<file path="src/sltc_pkg.sv">
// constants and carrier types shared by the link self-test controller
// assumes a single 25 MHz system clock and byte-wide register accesses
`default_nettype none
package sltc_pkg;
    // ****************************************
    // register offsets
    // ****************************************
    localparam logic [7:0] ADDR_TX_PORT_SEL = 8'h32;
    localparam logic [7:0] ADDR_TX_LO       = 8'h33;
    localparam logic [7:0] ADDR_TX_HI       = 8'h3a;
    localparam logic [7:0] ADDR_RX_LO       = 8'h46;
    localparam logic [7:0] ADDR_RX_HI       = 8'h7f;
    localparam logic [7:0] ADDR_PAGE_SEL    = 8'h4c;
    localparam logic [7:0] ADDR_TALLY       = 8'h57;
    localparam logic [7:0] ADDR_IND_PAGE    = 8'hb0;
    localparam logic [7:0] ADDR_IND_OFS     = 8'hb1;
    localparam logic [7:0] ADDR_IND_DATA    = 8'hb2;
    localparam logic [7:0] ADDR_TEST_CTRL   = 8'hb3;
    localparam logic [7:0] ADDR_DBG_LO      = 8'hd0;
    localparam logic [7:0] ADDR_DBG_HI      = 8'hdf;
    localparam logic [7:0] ADDR_DBG_STAT    = 8'hd0;
    // ****************************************
    // field positions and codes
    // ****************************************
    localparam int         CTRL_EN_BIT      = 0;
    localparam int         CTRL_CLK_LSB     = 1;
    localparam int         CTRL_GATE_LSB    = 6;
    localparam int         PAGE_RD_LSB      = 4;
    localparam int         DBG_REMOTE_BIT   = 5;
    localparam int         TX_SEL_BIT       = 0;
    localparam int         CSI_EN_BIT       = 0;
    localparam int         PGEN_EN_BIT      = 0;
    localparam logic [3:0] PGEN_CTL_OFS     = 4'h1;
    localparam logic [1:0] GATE_ON          = 2'b10;
    localparam logic [7:0] TALLY_NO_LOCK    = 8'hff;
    localparam logic [7:0] TALLY_MAX        = 8'hfe;
    localparam logic [7:0] SER_TEST_REG     = 8'h14;
    localparam logic [7:0] SER_TEST_OFF     = 8'h00;
    localparam logic [7:0] DBG_RW_MASK      = 8'hdf;
    // ****************************************
    // reset values and sizes
    // ****************************************
    localparam logic [7:0] RST_CTRL         = 8'h00;
    localparam logic [7:0] RST_PAGE_SEL     = 8'h01;
    localparam logic [7:0] RST_BYTE         = 8'h00;
    localparam int         NPORTS           = 4;
    localparam int         NTX_REGS         = 8;
    localparam int         NPGEN_REGS       = 16;
    // ****************************************
    // carriers
    // ****************************************
    typedef struct packed {
        logic       wr;
        logic       rd;
        logic [7:0] addr;
        logic [7:0] wdata;
    } sltc_req_t;
    typedef struct packed {
        logic       valid;
        logic [7:0] data;
    } sltc_rsp_t;
    typedef struct packed {
        logic       valid;
        logic [7:0] addr;
        logic [7:0] data;
    } sltc_bcw_t;
endpackage
`default_nettype wire

</file>
<file path="src/sltc_port_check.sv">
// per-port pseudo-random word checker with saturating error tally
// assumes received words arrive on the system clock; lock is already synchronised
`default_nettype none
module sltc_port_check
    import sltc_pkg::*;
#(
    parameter int W = 8
) (
    input  wire logic         i_clk,     // system clock
    input  wire logic         i_rst_n,   // synchronised reset
    input  wire logic         i_clear,   // test start pulse
    input  wire logic         i_run,     // test running
    input  wire logic         i_lock,    // receiver lock
    input  wire logic         i_valid,   // word strobe
    input  wire logic [W-1:0] i_word,    // received word
    output logic        [7:0] o_tally,   // error tally as read
    output logic              o_pass     // pass indication
);
    logic [W-1:0] prev;
    logic         primed;
    logic         seen_lock;
    logic         lock_fail;
    logic   [7:0] count;
    logic         err;

    // prediction from last word: x^7+x^6+1, msb first, self-synchronising
    function automatic logic [W-1:0] predict(input logic [W-1:0] p);
        logic [6:0]   h;
        logic [W-1:0] r;
        h = p[6:0];
        r = '0;
        for (int i = W - 1; i >= 0; i--)
        begin
            r[i] = h[6] ^ h[5];
            h = {h[5:0], r[i]};
        end
        return r;
    endfunction

    wire word_ok = (predict(prev) == i_word);
    wire next_err = i_run && i_lock && i_valid && primed && !word_ok;
    assign o_tally = (lock_fail || !seen_lock) ? TALLY_NO_LOCK : count;

    always_ff @(posedge i_clk or negedge i_rst_n)
    begin
        if (!i_rst_n)
        begin
            prev      <= '0;
            primed    <= 1'b0;
            seen_lock <= 1'b0;
            lock_fail <= 1'b0;
            count     <= 8'h00;
            err       <= 1'b0;
            o_pass    <= 1'b1;
        end
        else
        begin
            err    <= next_err;
            o_pass <= !next_err;
            if (i_valid && i_lock)
                prev <= i_word;
            if (i_clear)
            begin
                primed    <= 1'b0;
                seen_lock <= i_lock;
                lock_fail <= 1'b0;
                count     <= 8'h00;
            end
            else if (i_run)
            begin
                primed <= primed | (i_valid & i_lock);
                if (i_lock)
                    seen_lock <= 1'b1;
                else if (seen_lock)
                    lock_fail <= 1'b1;
                if (next_err && count != TALLY_MAX)
                    count <= count + 8'h01;
            end
        end
    end
endmodule
`default_nettype wire

</file>
<file path="src/sltc_bc_writer.sv">
// back-channel write sequencer: at most one serializer register write per start or stop
// assumes the back-channel engine holds ready low while it is busy
`default_nettype none
module sltc_bc_writer
    import sltc_pkg::*;
(
    input  wire logic       i_clk,      // system clock
    input  wire logic       i_rst_n,    // synchronised reset
    input  wire logic       i_start,    // test start pulse
    input  wire logic       i_stop,     // test stop pulse
    input  wire logic [1:0] i_clk_pick, // clock pick captured at start
    input  wire logic       i_ready,    // back channel accepts
    output sltc_bcw_t       o_bcw       // write request
);
    typedef enum logic {ST_IDLE, ST_SEND} sltc_bcst_t;
    sltc_bcst_t state;
    logic       pend;
    logic [7:0] pend_data;

    // serializer test register: bit 0 enters test, bits 2:1 pick the clock
    wire [7:0] cmd_data = i_start ? {5'h00, i_clk_pick, 1'b1} : SER_TEST_OFF;
    wire       cmd      = i_start | i_stop;

    always_ff @(posedge i_clk or negedge i_rst_n)
    begin
        if (!i_rst_n)
        begin
            state     <= ST_IDLE;
            pend      <= 1'b0;
            pend_data <= 8'h00;
            o_bcw     <= '0;
        end
        else
        begin
            case (state)
                ST_IDLE:
                begin
                    if (cmd)
                    begin
                        o_bcw <= '{valid: 1'b1, addr: SER_TEST_REG, data: cmd_data};
                        state <= ST_SEND;
                    end
                end
                ST_SEND:
                begin
                    // a command arriving mid-write is held, newest one wins
                    if (cmd)
                    begin
                        pend      <= 1'b1;
                        pend_data <= cmd_data;
                    end
                    if (i_ready)
                    begin
                        if (pend && !cmd)
                        begin
                            o_bcw.data <= pend_data;
                            pend       <= 1'b0;
                        end
                        else if (cmd)
                        begin
                            o_bcw.data <= cmd_data;
                            pend       <= 1'b0;
                        end
                        else
                        begin
                            o_bcw.valid <= 1'b0;
                            state       <= ST_IDLE;
                        end
                    end
                end
                default:
                    state <= ST_IDLE;
            endcase
        end
    end
endmodule
`default_nettype wire

</file>
<file path="src/sltc_top.sv">
// link self-test controller: test control, paged per-port access, pass outputs
// assumes request ports come from i2c and remote control-channel logic on this clock
//
// Behaviour
// - writing 0x01 starts test, zero stops
// - start sends one serializer test-mode write over back-channel
// - each port checks words against expected sequence
// - eight-bit per-port tally read at 0x57
// - no lock reads 0xff, counts stop 0xfe
// - pass output pulses low per error
// - bit 5 of port_debug_status shows remote test active
// - control bits 7:6 gate outputs, 10 enables
// - during test with gating 10, csi stays lp11 unless pattern generator on
// - clock pick copied to serializer 0x14 bits 2:1
// - clock pick sampled only at test start
// - registers reachable locally and from remote side
// - rx pages: read code, write enable bits
// - debug pages use the same port selection
// - tx pages reach port 0 when 0x32 bit0
// - pattern settings via page, offset, data registers
`default_nettype none
module sltc_top
    import sltc_pkg::*;
#(
    parameter int W = 8
) (
    input  wire logic                 I_CLK_SYS,      // 25 MHz system clock
    input  wire logic                 I_RSTN,         // async reset, active low
    input  wire sltc_pkg::sltc_req_t  I_LOC_REQ,      // local i2c register request
    output sltc_pkg::sltc_rsp_t       O_LOC_RSP,      // local read answer
    input  wire sltc_pkg::sltc_req_t  I_REM_REQ,      // remote channel register request
    output sltc_pkg::sltc_rsp_t       O_REM_RSP,      // remote read answer
    input  wire logic [3:0]           I_RX_LOCK,      // receiver lock pins
    input  wire logic [3:0]           I_SER_ACT,      // serializer test-active report
    input  wire logic [3:0]           I_RX_VALID,     // received word strobes
    input  wire logic [4*W-1:0]       I_RX_WORD,      // received words, port 0 low
    output sltc_pkg::sltc_bcw_t       O_BC_WR,        // back-channel write request
    input  wire logic                 I_BC_READY,     // back channel accepts
    output logic [3:0]                O_PASS,         // pass indication per port
    output logic                      O_OUT_EN,       // hub outputs enabled
    output logic                      O_CSI_LP11,     // csi forced to lp11
    output logic                      O_CSI_EN,       // csi transmitter enable
    output logic                      O_PGEN_EN,      // pattern generator enable
    output logic                      O_TEST_ACTIVE   // self test running
);
    // ****************************************
    // reset release and pin synchronisers
    // ****************************************
    logic [1:0] rst_sync;
    logic       rst_n;
    logic [7:0] pin_meta;
    logic [7:0] pin_sync;

    always_ff @(posedge I_CLK_SYS or negedge I_RSTN)
    begin
        if (!I_RSTN)
            rst_sync <= 2'b00;
        else
            rst_sync <= {rst_sync[0], 1'b1};
    end
    assign rst_n = rst_sync[1];

    always_ff @(posedge I_CLK_SYS or negedge rst_n)
    begin
        if (!rst_n)
        begin
            pin_meta <= 8'h00;
            pin_sync <= 8'h00;
        end
        else
        begin
            pin_meta <= {I_SER_ACT, I_RX_LOCK};
            pin_sync <= pin_meta;
        end
    end
    wire [3:0] lock_s = pin_sync[3:0];
    wire [3:0] act_s  = pin_sync[7:4];

    // ****************************************
    // registers
    // ****************************************
    logic [7:0] ctrl;
    logic [7:0] page_sel;
    logic [7:0] tx_sel;
    logic [7:0] tx_regs   [NTX_REGS];
    logic [7:0] ind_page;
    logic [7:0] ind_ofs;
    logic [7:0] pgen_regs [NPGEN_REGS];
    logic [7:0] dbg_regs  [NPORTS];
    logic [1:0] clk_pick;
    logic [7:0] tally     [NPORTS];

    // local wins a same-cycle write collision; the remote write is dropped
    wire sltc_req_t wreq   = I_LOC_REQ.wr ? I_LOC_REQ : I_REM_REQ;
    wire            wr     = I_LOC_REQ.wr | I_REM_REQ.wr;
    wire [7:0]      wa     = wreq.addr;
    wire [7:0]      wd     = wreq.wdata;
    // reads follow one port, writes may land on several ports at once
    wire [1:0]      rd_port = page_sel[PAGE_RD_LSB +: 2];
    wire [3:0]      wr_ports = page_sel[3:0];
    wire            test_on = ctrl[CTRL_EN_BIT];
    wire            ctrl_wr = wr && wa == ADDR_TEST_CTRL;
    wire            start   = ctrl_wr && wd[CTRL_EN_BIT] && !test_on;
    wire            stop    = ctrl_wr && !wd[CTRL_EN_BIT] && test_on;
    wire            tx_hit  = wa >= ADDR_TX_LO && wa <= ADDR_TX_HI && tx_sel[TX_SEL_BIT];
    wire [2:0]      tx_idx  = 3'(wa - ADDR_TX_LO);
    wire            ind_ok  = ind_page == 8'h00 && ind_ofs < 8'(NPGEN_REGS);
    wire            pgen_on = pgen_regs[PGEN_CTL_OFS][PGEN_EN_BIT];
    wire            gate_on = ctrl[CTRL_GATE_LSB +: 2] == GATE_ON;
    wire            next_out_en = !test_on || gate_on;
    wire            next_lp11 = test_on && gate_on && !pgen_on;

    // read mux shared by both request ports
    function automatic logic [7:0] rd_value(input logic [7:0] a);
        logic [7:0] v;
        v = 8'h00;
        if (a == ADDR_TEST_CTRL)
            v = ctrl;
        else if (a == ADDR_PAGE_SEL)
            v = page_sel;
        else if (a == ADDR_TX_PORT_SEL)
            v = tx_sel;
        else if (a >= ADDR_TX_LO && a <= ADDR_TX_HI && tx_sel[TX_SEL_BIT])
            v = tx_regs[3'(a - ADDR_TX_LO)];
        else if (a == ADDR_TALLY)
            v = tally[rd_port];
        else if (a == ADDR_DBG_STAT)
            v = (dbg_regs[rd_port] & DBG_RW_MASK) | (8'(act_s[rd_port]) << DBG_REMOTE_BIT);
        else if (a == ADDR_IND_PAGE)
            v = ind_page;
        else if (a == ADDR_IND_OFS)
            v = ind_ofs;
        else if (a == ADDR_IND_DATA && ind_ok)
            v = pgen_regs[ind_ofs[3:0]];
        return v;
    endfunction

    always_ff @(posedge I_CLK_SYS or negedge rst_n)
    begin
        if (!rst_n)
        begin
            ctrl     <= RST_CTRL;
            page_sel <= RST_PAGE_SEL;
            tx_sel   <= RST_BYTE;
            ind_page <= RST_BYTE;
            ind_ofs  <= RST_BYTE;
            clk_pick <= 2'b00;
            for (int i = 0; i < NTX_REGS; i++)
                tx_regs[i] <= RST_BYTE;
            for (int i = 0; i < NPGEN_REGS; i++)
                pgen_regs[i] <= RST_BYTE;
            for (int i = 0; i < NPORTS; i++)
                dbg_regs[i] <= RST_BYTE;
        end
        else if (wr)
        begin
            if (ctrl_wr)
                ctrl <= wd;
            if (start)
                clk_pick <= wd[CTRL_CLK_LSB +: 2];
            if (wa == ADDR_PAGE_SEL)
                page_sel <= wd;
            if (wa == ADDR_TX_PORT_SEL)
                tx_sel <= wd;
            if (tx_hit)
                tx_regs[tx_idx] <= wd;
            if (wa == ADDR_IND_PAGE)
                ind_page <= wd;
            if (wa == ADDR_IND_OFS)
                ind_ofs <= wd;
            if (wa == ADDR_IND_DATA && ind_ok)
                pgen_regs[ind_ofs[3:0]] <= wd;
            for (int i = 0; i < NPORTS; i++)
                if (wa == ADDR_DBG_STAT && wr_ports[i])
                    dbg_regs[i] <= wd & DBG_RW_MASK;
        end
    end

    // ****************************************
    // answers and registered outputs
    // ****************************************
    always_ff @(posedge I_CLK_SYS or negedge rst_n)
    begin
        if (!rst_n)
        begin
            O_LOC_RSP     <= '0;
            O_REM_RSP     <= '0;
            O_OUT_EN      <= 1'b1;
            O_CSI_LP11    <= 1'b0;
            O_CSI_EN      <= 1'b0;
            O_PGEN_EN     <= 1'b0;
            O_TEST_ACTIVE <= 1'b0;
        end
        else
        begin
            O_LOC_RSP     <= '{valid: I_LOC_REQ.rd, data: rd_value(I_LOC_REQ.addr)};
            O_REM_RSP     <= '{valid: I_REM_REQ.rd, data: rd_value(I_REM_REQ.addr)};
            O_OUT_EN      <= next_out_en;
            O_CSI_LP11    <= next_lp11;
            // csi enable is forced off while the test holds the outputs disabled
            O_CSI_EN      <= tx_regs[0][CSI_EN_BIT] && !(test_on && !gate_on);
            O_PGEN_EN     <= pgen_on;
            O_TEST_ACTIVE <= test_on;
        end
    end

    // ****************************************
    // port checkers and back-channel writer
    // ****************************************
    for (genvar p = 0; p < NPORTS; p++)
    begin : g_port
        sltc_port_check #(
            .W       (W)
        ) u_chk (
            .i_clk   (I_CLK_SYS),
            .i_rst_n (rst_n),
            .i_clear (start),
            .i_run   (test_on),
            .i_lock  (lock_s[p]),
            .i_valid (I_RX_VALID[p]),
            .i_word  (I_RX_WORD[p*W +: W]),
            .o_tally (tally[p]),
            .o_pass  (O_PASS[p])
        );
    end

    // the writer sees the new pick in the start cycle, before clk_pick settles
    sltc_bc_writer u_bcw (
        .i_clk      (I_CLK_SYS),
        .i_rst_n    (rst_n),
        .i_start    (start),
        .i_stop     (stop),
        .i_clk_pick (wd[CTRL_CLK_LSB +: 2]),
        .i_ready    (I_BC_READY),
        .o_bcw      (O_BC_WR)
    );
endmodule
`default_nettype wire

</file>
<file path="config.mk">
export PLATFORM = sky130hd
export DESIGN_NAME = sltc_top
export DESIGN_NICKNAME = d
export VERILOG_FILES = /design/src/sltc_pkg.sv /design/src/sltc_port_check.sv /design/src/sltc_bc_writer.sv /design/src/sltc_top.sv
export SDC_FILE = /design/constraint.sdc
export NUM_CORES = 1
export LEC_CHECK = 0
export BUFFER_PORTS_ARGS = -buffer_cell sky130_fd_sc_hd__clkbuf_2
export CAP_MARGIN = 20
export CORE_UTILIZATION = 46
export DETAILED_ROUTE_END_ITERATION = 6
export PLACE_DENSITY = 0.66
export SLEW_MARGIN = 5
export SYNTH_ARGS = -nofsm -noshare
export SYNTH_HDL_FRONTEND = slang
export SYNTH_SLANG_ARGS = --single-unit
</file>
<file path="constraint.sdc">
create_clock -name I_CLK_SYS -period 11.8 [get_ports I_CLK_SYS]
set_input_delay 0 -clock I_CLK_SYS [delete_from_list [all_inputs] [get_ports I_CLK_SYS]]
set_output_delay 0 -clock I_CLK_SYS [all_outputs]
set_load 0.02 [all_outputs]
</file>
Word-level counts from Yosys, hierarchy flattened
Index checks and enable logic that the tools add are counted.

Bits in registers: 397. Input port bits: 83.

Bitwise operators: 49. Add/subtract/negate cells: 7. Multiplexer cells: 112. Reduce and logical (&&, ||, !) cells: 114. Order comparisons: 15. Equal/unequal tests: 41.

Operators by type and width (number): 2-to-1 mux 8 bit (49); bitwise mux 128 bit (1); == test 8 bit (second input constant) (15); bitwise mux 64 bit (1); logical AND 1 bit (50); binary-select mux 8 bit (select 3 bit) (2); 2-to-1 mux 1 bit (47); AND reduction 2 bit (21); == test 8 x 7 -> 1 bit (second input constant) (5); adder 8 x 1 -> 8 bit (second input constant) (4); binary-select mux 8 bit (select 2 bit) (2); binary-select mux 8 bit (select 4 bit) (1); demux 8 bit (select 4 bit) (1); == test 8 bit (4); != test 8 bit (second input constant) (4); XOR 1 bit (32); nonzero test 2 bit (13); demux 8 bit (select 3 bit) (1); == test 8 x 6 -> 1 bit (second input constant) (3); >= comparator 8 x 6 -> 1 bit (second input constant) (3); less-or-equal comparator 8 x 6 -> 1 bit (second input constant) (3); zero test 1 bit (18); 2-to-1 mux 17 bit (1); 2-to-1 mux 16 bit (1); other kinds (27) (56).

Longest topological paths before layout
Depth in word-level cells: 13. Gate-level depth with buffers: 13. Mapped depth without buffers: 9.

By module
A second synthesis with hierarchy kept.

Cell total of the unflattened synthesis: 1839. Area, all modules: 20417.1 µm².

By module, submodules not included: sltc_top (area an instance 15219.6 µm², cells each 1315, times used 1, seq. area each 7534.7 µm²); sltc_port_check (area an instance 1146.1 µm², cells each 117, times used 4, seq. area each 476.7 µm²); sltc_bc_writer (area an instance 613.1 µm², cells each 56, times used 1, seq. area each 250.2 µm²).

Least setup slack after synthesis
Ideal clock, no wire load.

Kind: input-to-reg. From: input I_LOC_REQ[8] in the netlist's numbering. To: register O_LOC_RSP[7] in the netlist's numbering. Setup slack: 9.331 ns. Arrival time: 2.337 ns. Stages on the path: 11. Buffers on the path: 4. Data required time: 11.669 ns. Cells stage by stage: buf_2 -> buf_2 -> inv_1 -> ha_1 -> clkbuf_1 -> clkbuf_1 -> mux4_2 -> mux2i_1 -> nor3_1 -> nor4_1 -> a21oi_1.

Word-level cells in the longest chain between the ends: 11. Elaborated cells between the ends (all ways): 27. Those cells by class: add/sub: 1; order compare: 2; eq/ne: 8; mux: 12; bitwise: 1; reduce/logical: 3.

Ends and longest elaborated chain: from (decl) (line sltc_top.sv:29) `input wire sltc_pkg::sltc_req_t I_LOC_REQ,`; parallel branches: the longest is 10 deep, another holds subtractor 3 x 2 -> 3 bit; 2-to-1 mux 8 bit (*) (line sltc_top.sv:117) `if (a == ADDR_TEST_CTRL)`; to (signal assigned) (line sltc_top.sv:196) `O_LOC_RSP <= '{valid: I_LOC_REQ.rd, data: rd_value(I_LOC_REQ.addr)};`; to (decl) (line sltc_top.sv:30) `output sltc_pkg::sltc_rsp_t O_LOC_RSP,`.

Mark *: on every way between the ends. The select of a mux whose other input is x is not followed. A chain may end at the register's enable or synchronous reset.

Final worst setup path
From: register ind_page[6]. To: register pgen_regs[0] in the netlist's numbering.

Word-level cells in the longest chain between the ends: 4.

Ends and longest elaborated chain: from (decl) (line sltc_top.sv:86) `logic [7:0] ind_page;`; from (signal assigned) (line sltc_top.sv:168) `ind_page <= wd;`; zero test 8 bit (line sltc_top.sv:107) `wire ind_ok = ind_page == 8'h00 && ind_ofs < 8'(NPGEN_REGS);`; logical AND 1 bit (line sltc_top.sv:107); logical AND 1 bit (line sltc_top.sv:171) `if (wa == ADDR_IND_DATA && ind_ok)`; AND reduction 2 bit (no line); to (signal, indexed assignment) (line sltc_top.sv:172) `pgen_regs[ind_ofs[3:0]] <= wd;`; to (decl) (line sltc_top.sv:88) `logic [7:0] pgen_regs [NPGEN_REGS];`.

No other way between the ends.

==> results.yml <==
pwr:
  power_switching_w: 0.000809
  intPower_w: 0.00229
  finalPower_w: 0.00309
  leakage_nw: 9.88
  seq_power_share_pct: 46.2
  ir_drop_mv: 0.103
  powerDensity_nw_per_um2: 137
  switching_share_pct: 26.1
  power_frac_comb_pct: 11.0
  clock_power_share_pct: 42.7
die:
  fp.dieW_um: 209
  chipHeight_um: 209
  dieArea_sq_um: 43500
  start_util_pct: 46.7
  coreArea_sq_um: 42000
  top_level_ports: 127
  fp-row-count: 75
route:
  post_drt_wl_per_cell_um: 21.8
  drc: 0
  wl_met1_um: 23800
  vias: 15070
  ant_nets: 0
  wl_met3_um: 3580
  wirelength_um: 55400
  firstDrtPassIters: 5
  top_layer: "met5"
  wl_met2_um: 25900
  vias_per_cell: 5.94
  drt_iter0_drc: 1444
synth:
  synth-edff-count: 0
  synthFlopType: "dfrtp_1"
  synth.cell_area_sq_um: 19600
  synth_warnings: 0
  netlist_instances: 1826
  ys_types: 80
  avgSynthCellArea_sq_um: 10.7
  ys_seq_elements: 387
  synth-async-reset-ratio_pct: 100
  yosysSeqAreaShare_pct: 49.4
timing:
  fin_crit_ns: 3.13
  setup_violations: 0
  drv_slew: 0
  hold_viol: 0
  rsz0062_at_grt: "no"
  worst_pin_slew_ns: 1.05
  tns_ns: 0
  max_freq_ghz: 0.320
  finClkSkew_ns: 0.0247
  setup_ws_ns: 8.67
  relSlewSlack_pct: 30.0
  finalCritPeriodShare_pct: 26.5
grt:
  grt_usage_pct: 26.2
  antenna_found_initial: 4
  grt_pass1_wl_um: 87900
  overflow: 0
  grt_start_max_net_pins: 85
  grt_pass1_vias: 14949
placed_design:
  dp_slack_ns: 8.52
  port-buffer-count: 115
  dpl.cell_count: 2392
  dp_hpwl_um: 38600
  gp_congestion: 1.00
setup_path:
  path_buf_inv: 1
  cp.required_ns: 12.26
  worstSetupStartpoint: "ind_page[6]"
  crit_chain: "nor4_1, nand3_1, nor4_4, buf_4, nand4_1, o21ai_0"
  crit_end: "pgen_regs[0]"
  crit_family: "simple AND/OR/NAND/NOR gates"
  timing.rr.start: "ind_page[6]"
  r2r_end: "pgen_regs[0]"
  crit_slowest_cell: "nand4_1"
  worst_ep_arrival_time_ns: 3.59
  crit_path_max_incr_delay_ns: 0.64
  ff2ff_setup_slack_ns: 8.67
  reg2reg_depth: 6
  cp-start-kind: "flip-flop"
  path_class: "reg -> reg"
  cp_max_fo: 16
  crit_cells: 6
  end_kind: "flip-flop"
finish:
  syn_to_final_growth_pct: 15.2
  instances_no_fill: 2535
  drive_above_1_share_pct: 21.5
  fin_nets: 2064
  utilization_pct: 53.8
cts:
  cts_resized: 0
  cts_max_level: 2
  cts.sink_count: 387
  cts_hold_buf: 63
  clk_latency_ns: 0.58
  cts-root-buf: "clkbuf_16"
  clk_pin_slew_ns: 0.06
  cts_tree: "yes"
  cts_setup_buffers: 0
  cts_buffers: 42
  cts_buffer_depth: 3
run:
  drv_cap: 0
run_status:
  status: "finished clean"
min_path:
  min_path_type: "in -> reg"
## worst min-delay path by stage
stage | startpoint | to | slack, ns | cells past startpoint
after floorplan | I_RSTN | rst_sync[0] | -0.30 | 0
after global placement | I_RSTN | rst_sync[0] | -0.21 | 1
after detailed placement | I_RSTN | rst_sync[0] | -0.21 | 1
after CTS | I_LOC_REQ[6] | tx_regs[6] | 0.005 | 3
after global routing | I_LOC_REQ[6] | tx_regs[6] | 0.05 | 3
final | I_LOC_REQ[6] | tx_regs[6] | 0.03 | 3
## tightest hold or removal path: cells and delay by family
family                 cells  cell delay [ns]
buffers and inverters      1             0.12
muxes                      2             0.45
## logic make-up (layout without fill, tap and decap cells)
group | Yosys count | after routing | share of synthesized area (%)
buf+inv | 150 | 309 | 3.54
compound gates | 442 | 442 | 13.5
mux | 204 | 204 | 15.7
xor+xnor | 50 | 50 | 2.37
simple gates | 571 | 571 | 14.2
other cells | 2 | 13 | 0.0383
fa+ha+maj | 20 | 20 | 1.28
flops | 387 | 387 | 49.4
## power groups by stage
stage / Sequential [W] / Combinational [W] / Clock [W]
2_1_floorplan: 0.00146 / 0.000206 / 0
4_1_cts: 0.00143 / 0.000339 / 0.00135
3_5_place_dp: 0.00145 / 0.000321 / 0
5_1_grt: 0.00144 / 0.000372 / 0.00140
3_3_place_gp: 0.00145 / 0.000315 / 0
6_report: 0.00143 / 0.000341 / 0.00132
## area by class of cell
type                       instances  area, sq um
fill                            3663        19400
sequential                       387         9700
multi-input combinational       1299         9330
timing repair buffer             202         1410
clock buffer                      61         1220
tap                              539          674
clock inverter                    17          160
inverter                          29          109
antenna                            1         2.50
## synth_stat cells, types with 23 or more instances
master	number	share of area, %
clkbuf_1	63	1.2
mux4_2	73	8.4
nor3_1	23	0.59
mux2i_1	32	1.6
nand3_1	40	1.0
a21oi_1	69	1.8
nor2_1	84	1.6
nand2_1	280	5.4
inv_1	29	0.55
xnor2_1	23	1.0
o21ai_0	241	6.1
buf_2	32	0.82
dfrtp_1	381	49
xor2_1	25	1.1
mux2_2	99	5.7
## state kept, by name, summed over array words and instances (netlist names), 3 cells and up
| name | flops |
|---|---|
| tx_regs | 64 |
| pin_meta | 8 |
| ctrl | 8 |
| g_port.u_chk.seen_lock | 4 |
| g_port.u_chk.primed | 4 |
| u_bcw.pend_data | 3 |
| pgen_regs | 127 |
| u_bcw.o_bcw | 5 |
| tx_sel | 8 |
| ind_ofs | 8 |
| page_sel | 8 |
| ind_page | 8 |
| O_REM_RSP | 9 |
| g_port.u_chk.prev | 28 |
| dbg_regs | 28 |
| g_port.u_chk.lock_fail | 4 |
| O_LOC_RSP | 9 |
| g_port.u_chk.count | 32 |
| g_port.u_chk.o_pass | 4 |
| pin_sync | 8 |
## cells in the final DEF (no fill, tap or decap), types with 9 or more instances in the layout
| master | Yosys | routed |
|---|---|---|
| buf_4 | 18 | 23 |
| a21oi_1 | 69 | 69 |
| nand3_1 | 40 | 40 |
| nand4_1 | 22 | 22 |
| nor4_1 | 9 | 9 |
| a211oi_1 | 9 | 9 |
| nor3_1 | 23 | 23 |
| mux4_2 | 73 | 73 |
| nand3_4 | 9 | 9 |
| dfrtp_1 | 381 | 380 |
| mux2_2 | 99 | 99 |
| clkbuf_16 | 0 | 43 |
| conb_1 | 2 | 12 |
| xnor2_1 | 23 | 23 |
| o221ai_1 | 9 | 9 |
| nor2b_1 | 13 | 13 |
| or4_1 | 12 | 12 |
| ha_1 | 20 | 20 |
| o31ai_1 | 9 | 9 |
| nand2b_1 | 12 | 12 |
| clkinv_2 | 0 | 11 |
| nor2_1 | 84 | 84 |
| clkbuf_1 | 63 | 10 |
| o22ai_1 | 19 | 19 |
| inv_1 | 29 | 29 |
| dlygate4sd3_1 | 0 | 63 |
| o21ai_0 | 241 | 241 |
| xor2_1 | 25 | 25 |
| clkbuf_2 | 1 | 115 |
| or3_1 | 12 | 12 |
| a22oi_1 | 11 | 11 |
| nand2_1 | 280 | 280 |
| mux2i_1 | 32 | 24 |
## metal layers
metal / vias up / GRT usage, %
met2: 560 / 41.6
met1: 7488 / 36.1
met3: 118 / 4.39
li1: 6898 / -
met4: 6 / 9.96
met5: - / 0
## stage by stage
step	hold WS, ns	area, sq um
global placement	-0.213	20600
floorplan	-0.296	19700
global route	0.0459	22600
finish	0.0284	22600
detailed placement	-0.205	20600
CTS	0.00501	22600
(Power assumes the default switching activity.)
